`config.mk`:
```
export PLATFORM = sky130hd
export DESIGN_NAME = advo_outputs
export DESIGN_NICKNAME = d
export VERILOG_FILES = /design/src/unused_placeholder_none.sv /design/src/advo_pkg.sv /design/src/advo_outputs.sv /design/src/advo_pin_sync.sv /design/src/advo_axis_acc.sv
export SDC_FILE = /design/constraint.sdc
export NUM_CORES = 1
export LEC_CHECK = 0
export BUFFER_PORTS_ARGS = -buffer_cell sky130_fd_sc_hd__buf_2
export CAP_MARGIN = 30
export CORE_UTILIZATION = 55
export DETAILED_ROUTE_END_ITERATION = 8
export PLACE_DENSITY = 0.75
export REMOVE_ABC_BUFFERS = 1
export SLEW_MARGIN = 10
export SYNTH_ARGS = -nofsm -noshare
export SYNTH_HDL_FRONTEND = slang
export SYNTH_SLANG_ARGS = --single-unit
```
`constraint.sdc`:
```
create_clock -name i_mclk -period 4.4 [get_ports i_mclk]
set_clock_uncertainty 0.2 [all_clocks]
set_input_delay 1.1 -clock i_mclk [delete_from_list [all_inputs] [get_ports i_mclk]]
set_output_delay 1.1 -clock i_mclk [all_outputs]
set_load 0.05 [all_outputs]
```
`src/unused_placeholder_none.sv`:
```
`timescale 1ns/1ns
`default_nettype none
`default_nettype wire

```
`src/advo_pkg.sv`:
```
// constants, state types and carriers for the acceleration and velocity output block
// assumes a single 250 MHz clock and a register port driven by same-clock logic
//
// Contract
// - primary word: signed, 0.25 mg, zero is 0x0000
// - extension word: sixteen bits below the primary
// - one velocity step register per axis
// - velocity step signed, scaled by decimation plus one
// - select 00 uses internal 2048 Hz, else external
// - primaries at 0x12, 0x16, 0x1A
// - y, z extensions at 0x14, 0x18
// - velocity steps at 0x2A, 0x2C, 0x2E
// - all these registers are read only
// - x extension at 0x10, read only
package advo_pkg;
	// ----------------------------------------------------------------
	// register offsets
	// ----------------------------------------------------------------
	localparam logic [6:0] OFS_ACCEL_X_EXTENSION = 7'h10;
	localparam logic [6:0] OFS_ACCEL_X_PRIMARY   = 7'h12;
	localparam logic [6:0] OFS_ACCEL_Y_EXTENSION = 7'h14;
	localparam logic [6:0] OFS_ACCEL_Y_PRIMARY   = 7'h16;
	localparam logic [6:0] OFS_ACCEL_Z_EXTENSION = 7'h18;
	localparam logic [6:0] OFS_ACCEL_Z_PRIMARY   = 7'h1A;
	localparam logic [6:0] OFS_VELOCITY_STEP_X   = 7'h2A;
	localparam logic [6:0] OFS_VELOCITY_STEP_Y   = 7'h2C;
	localparam logic [6:0] OFS_VELOCITY_STEP_Z   = 7'h2E;
	// ----------------------------------------------------------------
	// fields and reset values
	// ----------------------------------------------------------------
	localparam int          SEL_LSB       = 2;     // sample clock select field [3:2]
	localparam logic [1:0]  SEL_INTERNAL  = 2'h0;
	localparam logic [15:0] WORD_ZERO     = 16'h0000;
	localparam logic [15:0] UNMAPPED_READ = 16'h0000;
	// ----------------------------------------------------------------
	// timing
	// ----------------------------------------------------------------
	localparam int CLK_HZ            = 250_000_000;
	localparam int INT_SAMPLE_HZ     = 2048;
	localparam int INT_SAMPLE_CYCLES = CLK_HZ / INT_SAMPLE_HZ;
	localparam int DIV_STEPS         = 32;
	// ----------------------------------------------------------------
	// types
	// ----------------------------------------------------------------
	typedef enum logic [2:0] {
		ST_ACCUM  = 3'b001,
		ST_DIV    = 3'b010,
		ST_COMMIT = 3'b100
	} advo_fsm_e;
	// filtered sample of one axis: primary word over its extension
	typedef struct packed {
		logic [15:0] primary;
		logic [15:0] extension;
	} advo_axis_s;
	// register port answer
	typedef struct packed {
		logic        valid;
		logic [15:0] data;
	} advo_rd_s;
	// state of the per-axis accumulator and divider
	typedef struct packed {
		logic signed [32:0] acc;
		logic               neg;
		logic [31:0]        quot;
		logic [16:0]        rem;
		logic [16:0]        divisor;
		logic [5:0]         steps;
		logic               busy;
		logic               done;
		logic [15:0]        result;
	} advo_acc_state_s;
	// state of the pin synchroniser
	typedef struct packed {
		logic s1;
		logic s2;
		logic s3;
		logic level;
		logic edge_p;
	} advo_sync_state_s;
	// state of the top block
	typedef struct packed {
		advo_fsm_e         fsm;
		logic [31:0]       tick_cnt;
		logic [15:0]       dec_cnt;
		advo_axis_s [2:0]  snap;
		advo_axis_s [2:0]  accel;
		logic [2:0][15:0]  vel;
		advo_rd_s          rd;
		logic              update;
		logic              seen;
	} advo_top_state_s;
endpackage : advo_pkg

```
`src/advo_outputs.sv`:
```
// acceleration and velocity-step output registers with a read port
// assumes filtered samples, decimation and select come from same-clock logic
`timescale 1ns/1ns
`default_nettype none
module advo_outputs #(
	parameter int unsigned P_INT_SAMPLE_CYCLES = advo_pkg::INT_SAMPLE_CYCLES  // internal sample period
) (
	input  wire logic                   i_mclk,                   // 250 MHz clock
	input  wire logic                   i_reset_n,                // async reset, active low
	input  wire advo_pkg::advo_axis_s   i_accel_x,                // filtered x sample
	input  wire advo_pkg::advo_axis_s   i_accel_y,                // filtered y sample
	input  wire advo_pkg::advo_axis_s   i_accel_z,                // filtered z sample
	input  wire logic [15:0]            i_decimation_setting,     // samples per cycle minus one
	input  wire logic [15:0]            i_misc_control_register,  // select in [3:2]
	input  wire logic                   i_ext_sample_clk,         // external sample clock pin
	input  wire logic                   i_rd_strobe,              // read request
	input  wire logic [6:0]             i_rd_addr,                // read offset
	input  wire logic                   i_wr_strobe,              // write request
	input  wire logic [6:0]             i_wr_addr,                // write offset
	input  wire logic [15:0]            i_wr_data,                // write data
	output logic [15:0]                 o_rd_data,                // read data
	output logic                        o_rd_valid,               // read data valid pulse
	output logic                        o_update                  // registers refreshed pulse
);
	// ----------------------------------------------------------------
	// declarations
	// ----------------------------------------------------------------
	advo_pkg::advo_top_state_s st_reg;     // current state
	advo_pkg::advo_top_state_s st_next;    // next state
	advo_pkg::advo_axis_s [2:0] samp;      // live samples per axis
	logic             ext_rise;            // external clock edge
	logic             int_tick;            // internal sample tick
	logic             sel_internal;        // internal clock selected
	logic             sample;              // sample strobe
	logic             last;                // sample closes the cycle
	logic [2:0]       acc_done;            // divide finished per axis
	logic [2:0][15:0] acc_result;          // mean per axis
	logic             wr_ignored;          // writes have no effect

	assign samp         = {i_accel_z, i_accel_y, i_accel_x};
	assign sel_internal = i_misc_control_register[advo_pkg::SEL_LSB +: 2] == advo_pkg::SEL_INTERNAL;
	assign int_tick     = st_reg.tick_cnt == 32'(P_INT_SAMPLE_CYCLES - 1);
	// select chooses the sample rate source
	assign sample       = sel_internal ? int_tick : ext_rise;
	// a cycle spans decimation plus one samples; not an equality, so lowering the
	// setting mid-cycle closes the cycle at the next sample instead of waiting for a 16-bit wrap
	assign last         = st_reg.dec_cnt >= i_decimation_setting;
	assign wr_ignored   = i_wr_strobe & (i_wr_addr != 7'h00) & (|i_wr_data | ~|i_wr_data);

	// ----------------------------------------------------------------
	// external sample clock synchroniser
	// ----------------------------------------------------------------
	advo_pin_sync u_ext_sync (
		.i_mclk    (i_mclk),
		.i_reset_n (i_reset_n),
		.i_pin     (i_ext_sample_clk),
		.o_level   (),
		.o_rise    (ext_rise)
	);

	// ----------------------------------------------------------------
	// per-axis velocity step accumulators
	// ----------------------------------------------------------------
	for (genvar a = 0; a < 3; a++)
	begin : g_axis
		advo_axis_acc u_acc (
			.i_mclk    (i_mclk),
			.i_reset_n (i_reset_n),
			.i_add     (sample && st_reg.fsm == advo_pkg::ST_ACCUM),
			.i_last    (last),
			.i_value   (samp[a].primary),
			.i_divisor (17'(i_decimation_setting) + 17'h00001),
			.o_done    (acc_done[a]),
			.o_result  (acc_result[a])
		);
	end

	// ----------------------------------------------------------------
	// next state
	// ----------------------------------------------------------------
	always_comb
	begin
		st_next        = st_reg;
		st_next.update = 1'b0;
		st_next.rd     = '0;
		// internal 2048 Hz divider runs free
		st_next.tick_cnt = int_tick ? 32'h00000000 : 32'(st_reg.tick_cnt + 32'h00000001);
		case (st_reg.fsm)
			advo_pkg::ST_ACCUM:
			begin
				// count samples; the last one snapshots and starts the divide
				if (sample)
				begin
					if (last)
					begin
						st_next.dec_cnt = '0;
						st_next.snap    = samp;
						st_next.fsm     = advo_pkg::ST_DIV;
					end
					else
						st_next.dec_cnt = 16'(st_reg.dec_cnt + 16'h0001);
				end
			end
			advo_pkg::ST_DIV:
			begin
				// axes divide in lockstep; samples here are dropped
				if (acc_done[0])
					st_next.fsm = advo_pkg::ST_COMMIT;
			end
			advo_pkg::ST_COMMIT:
			begin
				// every word of every axis refreshes in one edge
				st_next.accel  = st_reg.snap;
				st_next.vel    = acc_result;
				st_next.update = 1'b1;
				st_next.seen   = 1'b1;
				st_next.fsm    = advo_pkg::ST_ACCUM;
			end
			default:
				st_next.fsm = advo_pkg::ST_ACCUM;
		endcase
		// read decode; writes never reach the state
		if (i_rd_strobe)
		begin
			st_next.rd.valid = 1'b1;
			case (i_rd_addr)
				advo_pkg::OFS_ACCEL_X_EXTENSION: st_next.rd.data = st_reg.accel[0].extension;
				advo_pkg::OFS_ACCEL_X_PRIMARY:   st_next.rd.data = st_reg.accel[0].primary;
				advo_pkg::OFS_ACCEL_Y_EXTENSION: st_next.rd.data = st_reg.accel[1].extension;
				advo_pkg::OFS_ACCEL_Y_PRIMARY:   st_next.rd.data = st_reg.accel[1].primary;
				advo_pkg::OFS_ACCEL_Z_EXTENSION: st_next.rd.data = st_reg.accel[2].extension;
				advo_pkg::OFS_ACCEL_Z_PRIMARY:   st_next.rd.data = st_reg.accel[2].primary;
				advo_pkg::OFS_VELOCITY_STEP_X:   st_next.rd.data = st_reg.vel[0];
				advo_pkg::OFS_VELOCITY_STEP_Y:   st_next.rd.data = st_reg.vel[1];
				advo_pkg::OFS_VELOCITY_STEP_Z:   st_next.rd.data = st_reg.vel[2];
				default:                         st_next.rd.data = advo_pkg::UNMAPPED_READ;
			endcase
		end
	end

	// ----------------------------------------------------------------
	// state register
	// ----------------------------------------------------------------
	// zero words read as 0x0000 until the first cycle completes
	always_ff @(posedge i_mclk or negedge i_reset_n)
	begin
		if (!i_reset_n)
		begin
			st_reg     <= '0;
			st_reg.fsm <= advo_pkg::ST_ACCUM;
		end
		else
			st_reg <= st_next;
	end

	assign o_rd_data  = st_reg.rd.data;
	assign o_rd_valid = st_reg.rd.valid;
	assign o_update   = st_reg.update;
endmodule : advo_outputs
`default_nettype wire

```
`src/advo_pin_sync.sv`:
```
// three-stage synchroniser for a pin, with a rising-edge pulse
// assumes the pin is asynchronous to i_mclk
`timescale 1ns/1ns
`default_nettype none
module advo_pin_sync (
	input  wire logic i_mclk,     // block clock
	input  wire logic i_reset_n,  // async reset, active low
	input  wire logic i_pin,      // raw pin level
	output logic      o_level,    // filtered level
	output logic      o_rise      // one-cycle pulse on rising level
);
	advo_pkg::advo_sync_state_s st_reg;  // current state
	advo_pkg::advo_sync_state_s st_next; // next state

	// ----------------------------------------------------------------
	// next state
	// ----------------------------------------------------------------
	// level only changes once stages two and three agree
	always_comb
	begin
		st_next        = st_reg;
		st_next.s1     = i_pin;
		st_next.s2     = st_reg.s1;
		st_next.s3     = st_reg.s2;
		st_next.edge_p = 1'b0;
		if (st_reg.s2 == st_reg.s3)
		begin
			st_next.level  = st_reg.s3;
			st_next.edge_p = st_reg.s3 & ~st_reg.level;
		end
	end

	// state register
	always_ff @(posedge i_mclk or negedge i_reset_n)
	begin
		if (!i_reset_n)
			st_reg <= '0;
		else
			st_reg <= st_next;
	end

	assign o_level = st_reg.level;
	assign o_rise  = st_reg.edge_p;
endmodule : advo_pin_sync
`default_nettype wire

```
`src/advo_axis_acc.sv`:
```
// per-axis sum of primary words over one processing cycle, then a
// sequential signed divide by the sample count
// assumes i_add pulses come no faster than one per 34 cycles at a cycle end
`timescale 1ns/1ns
`default_nettype none
module advo_axis_acc (
	input  wire logic        i_mclk,     // block clock
	input  wire logic        i_reset_n,  // async reset, active low
	input  wire logic        i_add,      // add i_value to the sum
	input  wire logic        i_last,     // with i_add: close cycle and divide
	input  wire logic [15:0] i_value,    // primary word of this sample
	input  wire logic [16:0] i_divisor,  // samples per cycle
	output logic             o_done,     // one-cycle pulse, result valid
	output logic [15:0]      o_result    // signed mean, held
);
	advo_pkg::advo_acc_state_s st_reg;  // current state
	advo_pkg::advo_acc_state_s st_next; // next state
	logic signed [32:0]        total;   // sum including this sample
	logic [17:0]               shifted; // partial remainder

	// ----------------------------------------------------------------
	// next state
	// ----------------------------------------------------------------
	always_comb
	begin
		st_next      = st_reg;
		st_next.done = 1'b0;
		total        = st_reg.acc + {{17{i_value[15]}}, i_value};
		shifted      = {st_reg.rem, st_reg.quot[31]};
		// accumulate; the last sample starts the divide
		if (i_add && !st_reg.busy)
		begin
			if (i_last)
			begin
				st_next.acc     = '0;
				st_next.neg     = total[32];
				st_next.quot    = total[32] ? 32'(-total) : total[31:0];
				st_next.rem     = '0;
				st_next.divisor = i_divisor;
				st_next.steps   = '0;
				st_next.busy    = 1'b1;
			end
			else
				st_next.acc = total;
		end
		// one restoring step per cycle
		if (st_reg.busy)
		begin
			st_next.quot = {st_reg.quot[30:0], 1'b0};
			if (shifted >= {1'b0, st_reg.divisor})
			begin
				st_next.rem     = 17'(shifted - {1'b0, st_reg.divisor});
				st_next.quot[0] = 1'b1;
			end
			else
				st_next.rem = shifted[16:0];
			st_next.steps = 6'(st_reg.steps + 6'h01);
			if (st_reg.steps == 6'(advo_pkg::DIV_STEPS - 1))
			begin
				st_next.busy   = 1'b0;
				st_next.done   = 1'b1;
				st_next.result = st_reg.neg ? 16'(-st_next.quot[15:0]) : st_next.quot[15:0];
			end
		end
	end

	// state register
	always_ff @(posedge i_mclk or negedge i_reset_n)
	begin
		if (!i_reset_n)
			st_reg <= '0;
		else
			st_reg <= st_next;
	end

	assign o_done   = st_reg.done;
	assign o_result = st_reg.result;
endmodule : advo_axis_acc
`default_nettype wire

```
After elaboration in Yosys (flattened, before gate mapping)
Index checks and enable logic that the tools add are counted.
{"block": "word_totals", "regBits": 685, "in_bits": 163, "output_inout_bits": 18, "word_cells": 166}
{"block": "op_classes", "add_sub_neg": 18, "magnitude_cmp": 4, "eq_ne": 20, "muxes": 44, "bitwise": 2, "reduce_logical": 26}
{"cell": "$mux W73", "n": 6}
{"cell": "$mux W49", "n": 3}
{"cell": "$pmux W16 S9", "n": 1}
{"cell": "$mux W32", "n": 4}
{"cell": "$add A33 B33 Y33", "n": 3}
{"cell": "$mux W33", "n": 3}
{"cell": "$neg A32 Y32", "n": 3}
{"cell": "$mux W24", "n": 3}
{"cell": "$mux W17", "n": 4}
{"cell": "$mux W16", "n": 4}
{"cell": "$ge A18 B17 Y1", "n": 3}
{"cell": "$mux W18", "n": 3}
{"cell": "$sub A17 B17 Y17", "n": 3}
{"cell": "$neg A16 Y16", "n": 3}
{"cell": "$eq A7 B5 Y1 const B", "n": 6}
{"cell": "$add A32 B1 Y32 const B", "n": 1}
{"cell": "$eq A32 B17 Y1 const B", "n": 1}
{"cell": "$eq A7 B6 Y1 const B", "n": 3}
{"cell": "$reduce_and A2 Y1", "n": 10}
{"cell": "$add A6 B1 Y6 const B", "n": 3}
{"cell": "$eq A6 B5 Y1 const B", "n": 3}
{"cell": "$add A16 B1 Y17 const B", "n": 1}
{"cell": "$add A16 B1 Y16 const B", "n": 1}
{"cell": "$ge A16 B16 Y1", "n": 1}
{"cell": "17 further kinds", "n": 38}

Logic depth before layout (Yosys ltp)
{"block": "logic_depth", "depth_word": 7, "ltp_mapped": 20, "depth_no_buf": 18}

Cells and area by module
A second synthesis with hierarchy kept.
{"block": "hier_totals", "hier_cells": 4059, "area_unflattened_um2": 39960.8}
{"module": "advo_outputs", "instances": 1, "cells_each": 1029, "area_each_um2": 13671.9, "seq_area_each_um2": 7733.7}
{"module": "advo_axis_acc at g_axis[1].u_acc", "instances": 1, "cells_each": 1031, "area_each_um2": 8823.5, "seq_area_each_um2": 3103.0}
{"module": "advo_axis_acc at g_axis[2].u_acc", "instances": 1, "cells_each": 1010, "area_each_um2": 8765.9, "seq_area_each_um2": 3103.0}
{"module": "advo_axis_acc at g_axis[0].u_acc", "instances": 1, "cells_each": 982, "area_each_um2": 8553.2, "seq_area_each_um2": 3103.0}
{"module": "advo_pin_sync", "instances": 1, "cells_each": 7, "area_each_um2": 146.4, "seq_area_each_um2": 125.1}

Worst setup path after synthesis
Ideal clock, no wire load.
{"block": "synth_path", "path_type": "input to register", "start": "input port i_accel_x[16] (netlist name)", "end": "register g_axis[0].u_acc.st_reg[85] (netlist name)", "setup_time_ns": 0.126, "arrival_time_ns": 4.203, "t_required_ns": 4.074, "setup_slack_ns": -0.129, "path_stages": 14, "n_path_buf": 0, "cell_sequence": "ha_1 inv_1 fa_1 and2b_1 o221ai_2 a2111o_1 a21boi_0 o21ai_0 nor4b_4 nand4_2 nor3_2 a31oi_1 xnor2_1 a221o_1"}
{"block": "synth_via", "elab_chain_cells": 6}
{"item": "start: declaration", "line_no": "advo_outputs.sv:10", "source": "input wire advo_pkg::advo_axis_s i_accel_x,"}
{"item": "$add A33 B33 Y33 (*)", "line_no": "advo_axis_acc.sv:28", "source": "total = st_reg.acc + {{17{i_value[15]}}, i_value};"}
{"item": "$neg A32 Y32", "line_no": "advo_axis_acc.sv:37", "source": "st_next.quot = total[32] ? 32'(-total) : total[31:0];"}
{"item": "$mux W32 (*)", "line_no": "advo_axis_acc.sv:37"}
{"item": "$mux W73 (*)", "line_no": "advo_axis_acc.sv:33", "source": "if (i_last)"}
{"item": "$mux W73 (*)", "line_no": "advo_axis_acc.sv:31", "source": "if (i_add && !st_reg.busy)"}
{"item": "$mux W49 (*)", "line_no": "advo_axis_acc.sv:47", "source": "if (st_reg.busy)"}
{"item": "end signal: assignment", "line_no": "advo_axis_acc.sv:73", "source": "st_reg <= st_next;"}
{"item": "end: declaration", "line_no": "advo_axis_acc.sv:16", "source": "advo_pkg::advo_acc_state_s st_reg;"}
Every way passes the cells marked *; elsewhere a longest branch is shown, timed or not. The select of a mux whose other input is x is not followed.
A chain may end at the register's enable or synchronous reset.

Final worst setup path
{"block": "layout_path", "start": "input port i_accel_z[16] (netlist name)", "end": "register g_axis[2].u_acc.st_reg[86] (netlist name)"}
{"block": "layout_via", "elab_chain_cells": 6}
{"item": "start: declaration", "line_no": "advo_outputs.sv:12", "source": "input wire advo_pkg::advo_axis_s i_accel_z,"}
{"item": "$add A33 B33 Y33 (*)", "line_no": "advo_axis_acc.sv:28"}
{"item": "$neg A32 Y32", "line_no": "advo_axis_acc.sv:37"}
{"item": "$mux W32 (*)", "line_no": "advo_axis_acc.sv:37"}
{"item": "$mux W73 (*)", "line_no": "advo_axis_acc.sv:33"}
{"item": "$mux W73 (*)", "line_no": "advo_axis_acc.sv:31"}
{"item": "$mux W49 (*)", "line_no": "advo_axis_acc.sv:47"}
{"item": "end signal: assignment", "line_no": "advo_axis_acc.sv:73"}
{"item": "end: declaration", "line_no": "advo_axis_acc.sv:16"}
Marked as above.

==> flow_summary.rst <==
.. list-table::
   :header-rows: 1

   * - Metric
     - Value
   * - Run status
     - finished clean
   * - Sequential-to-total area share from yosys stat
     - 0.427
   * - Bufs on Longest Clock Path
     - 3
   * - Core region area
     - 0.0719 sq mm
   * - Tightest hold margin
     - 0.150 ns
   * - Cell accounting for the most synthesized area
     - sky130_fd_sc_hd__dfrtp_1
   * - I/O pins
     - 181
   * - Crit path arrival time
     - 4.49 ns
   * - Total routing usage reported by global routing
     - 0.290
   * - Via count of the routed design
     - 34400
   * - Average instance area after synthesis
     - 9.15 sq um
   * - Final count of pins violating max slew
     - 0
   * - Half-perimeter wire length after detailed placement
     - 76600 um
   * - Number of H-tree branching levels
     - 3
   * - RSZ-0062 raised after global routing
     - no
   * - Number of max-capacitance violations reported
     - 0
   * - Via density
     - 5.87
   * - Die H
     - 272 um
   * - Routed wire length
     - 107000 um
   * - Total congestion overflow after global routing
     - 0
   * - Slowest stage delay, CP
     - 0.44 ns
   * - Most frequent cell on the critical path
     - sky130_fd_sc_hd__buf_4
   * - Number of flip-flops in the largest register
     - 291
   * - Top flip-flop cell by instance count after synthesis
     - sky130_fd_sc_hd__dfrtp_1
   * - Largest fanout of any net on the critical path
     - 4
   * - Transition time of the tightest slew-check pin
     - 0.826 ns
   * - Power Dens Cells
     - 568 mW/mm^2
   * - Leading cell type by number of instances after synthesis
     - sky130_fd_sc_hd__nand2_1
   * - Total setup violations reported at the end of the flow
     - 0
   * - Non-filler cells in the finished layout
     - 5853
   * - Crit share post-route
     - 0.952
   * - Pre-antenna DRT Iters
     - 5
   * - Yosys warns
     - 0
   * - Worst vdd ir
     - 0.517 mV
   * - Area growth syn-to-layout
     - 18.6%
   * - Worst Path Class, Setup
     - input pin to register
   * - Rows
     - 98
   * - Clock latency on the worst-skew pair
     - 0.65 ns
   * - Worst-case headroom to the max-slew limit
     - 0.449
   * - Number of global-route vias before repair
     - 33800
   * - Antenna violations before repair
     - 3
   * - GP Congestion
     - 0.929
   * - Remaining number of nets flagged by the antenna check after routing
     - 0
   * - Total Nets Final
     - 5188
   * - Unique cell type count in the Yosys netlist
     - 109
   * - Portion of synthesized cell area occupied by the leading cell type
     - 0.426
   * - Effective utilization at floorplan
     - 0.558
   * - Ordered list of cells on the worst path
     - buf_2 -> ha_1 -> inv_1 -> fa_1 -> nor2b_1 -> o2111ai_2 -> and3_1 -> nor4_1 -> buf_4 -> o32ai_1 -> a2111oi_4 -> nand4_1 -> nor3_1 -> buf_4 -> a31oi_1 -> xnor2_1 -> o22ai_1
   * - Most frequent cells after synthesis
     - 832 x sky130_fd_sc_hd__nand2_1, 683 x sky130_fd_sc_hd__dfrtp_1, 269 x sky130_fd_sc_hd__nor2_1
   * - CTS tree
     - done
   * - Detailed-route wire length per cell
     - 18.3 um
   * - Cell leakage power
     - 22.3 nW
   * - Share of flip-flops with an asynchronous set or reset after synthesis
     - 1.00
   * - # DRC
     - 0
   * - Startpoint Class
     - input pin
   * - Clock slew at reported path FFs
     - 0.06 ns
   * - Port Buffers
     - 142
   * - Synthesized netlist cell count
     - 4384
   * - Total placed cells including tap cells
     - 5716
   * - Number of sinks on the clock net
     - 684
   * - Category of the worst setup path capture point
     - register
   * - FF+latch count, synth
     - 684
   * - Die area
     - 0.0740 sq mm
   * - Post-synth EDFFs
     - 0
   * - Hold/Removal Path Class
     - register to register
   * - DRC violation total after the first TritonRoute iteration
     - 2789
   * - Kind of cell adding the most delay to the critical path
     - simple AND/OR/NAND/NOR gates
   * - Register-to-Register Setup Slack
     - 0.30 ns
   * - Post-synthesis instance area
     - 0.0401 sq mm
   * - Final worst path period need
     - 4.19 ns
   * - Floorplan die width
     - 272 um
   * - Proportion of layout cells with a drive suffix above 1
     - 0.204
   * - Required time of the critical path
     - 4.70 ns
   * - Hold Violations, Final
     - 0
   * - Wire length of the first global-routing pass
     - 175000 um
   * - Maximum number of pins on one net before global-route repair
     - 146
   * - Crit path buf inv count
     - 4
   * - Highest Clock Rate
     - 0.239 GHz
   * - Number of clock buffers inserted by TritonCTS
     - 74
   * - Master cell of the clock root buffer
     - sky130_fd_sc_hd__clkbuf_16
   * - Slowest library cell on the worst path
     - sky130_fd_sc_hd__a2111oi_4
   * - Cell types occupying the most area after synthesis
     - sky130_fd_sc_hd__dfrtp_1 43%, sky130_fd_sc_hd__nand2_1 7.8%, sky130_fd_sc_hd__ha_1 5.5%
[layout by cell type, fill, tap and decap left out, drive strengths merged, types with 114 or more instances in the layout]
master  instances
nor2          271
o21ai         277
inv           137
buf           626
xnor2         139
nand3         114
mux2          156
xor2          149
a21oi         235
dfrtp         683
nand2         832
ha            176
[where the power goes]
group | switching [mW] | internal [mW] | total (mW)
logic | 7.08 | 6.38 | 13.5
registers | 0.321 | 6.77 | 7.09
clock network | 2.71 | 3.74 | 6.45
[final timing paths]
kind / from / to / cells after the start
max: i_accel_z[16] / g_axis[2].u_acc.st_reg[86]$_DFFE_PN0P_ / 17
min: u_ext_sync.st_next[3]$_DFF_PN0_ / u_ext_sync.st_next[2]$_DFF_PN0_ / 0
max reg2reg: g_axis[0].u_acc.shifted[2]$_DFFE_PN0P_ / g_axis[0].u_acc.o_result[14]$_DFFE_PN0P_ / 16
min reg2reg: u_ext_sync.st_next[3]$_DFF_PN0_ / u_ext_sync.st_next[2]$_DFF_PN0_ / 0
max in group asynchronous: i_reset_n / st_reg[307]$_DFFE_PN1P_ / 3
min in group asynchronous: i_reset_n / g_axis[1].u_acc.st_reg[96]$_DFFE_PN0P_ / 1
[stage by stage]
stage	setup slack, ns	power [mW]	util	cell area (sq um)	TNS, ns
after floorplan	-7.94	14.9	-	39100	-2567.80
after global placement	-0.428	20.2	0.626	44900	-16.30
after detailed placement	-0.552	20.4	0.626	44900	-23.38
after CTS	0.114	27.0	0.661	47500	0
after global routing	0.00756	28.6	0.662	47600	0
final	0.211	27.0	0.662	47600	0
[logic make-up (layout without fill, tap and decap cells)]
group,count (synthesis),in the layout,synth area share
xor gates and xnor gates,288,288,0.0640
other,0,2,0
buffers and inverters,378,895,0.0374
DFF,684,684,0.427
muxes,214,214,0.0583
AOI/OAI and AO/OA,1070,1070,0.178
adders and majority gates,183,183,0.0582
and+or+nand+nor,1567,1567,0.177
[layout make-up]
class,instances,area (sq um)
clock buffers,101,2090
well taps,950,1190
inverters,135,507
clock inverters,33,457
repair buffers,626,4580
fillers,5636,24300
multi-input cells,3322,21600
diodes,2,5.00
flip-flops and latches,684,17100
[metal layers]
| layer | vias to the layer above | track usage | share of wire |
|---|---|---|---|
| met2 | 970 | 0.473 | 0.47 |
| met4 | 2 | 0.100 | 0.033 |
| li1 | 16400 | - | - |
| met5 | - | 0 | 0.00012 |
| met3 | 212 | 0.0375 | 0.053 |
| met1 | 16800 | 0.399 | 0.44 |
[repair_timing]
action	CTS	global route
hold buffers	0	0
resized for setup	0	10
buffers inserted	0	1
endpoints found under the setup margin	0	24
Power figures use the tool's default switching activity.
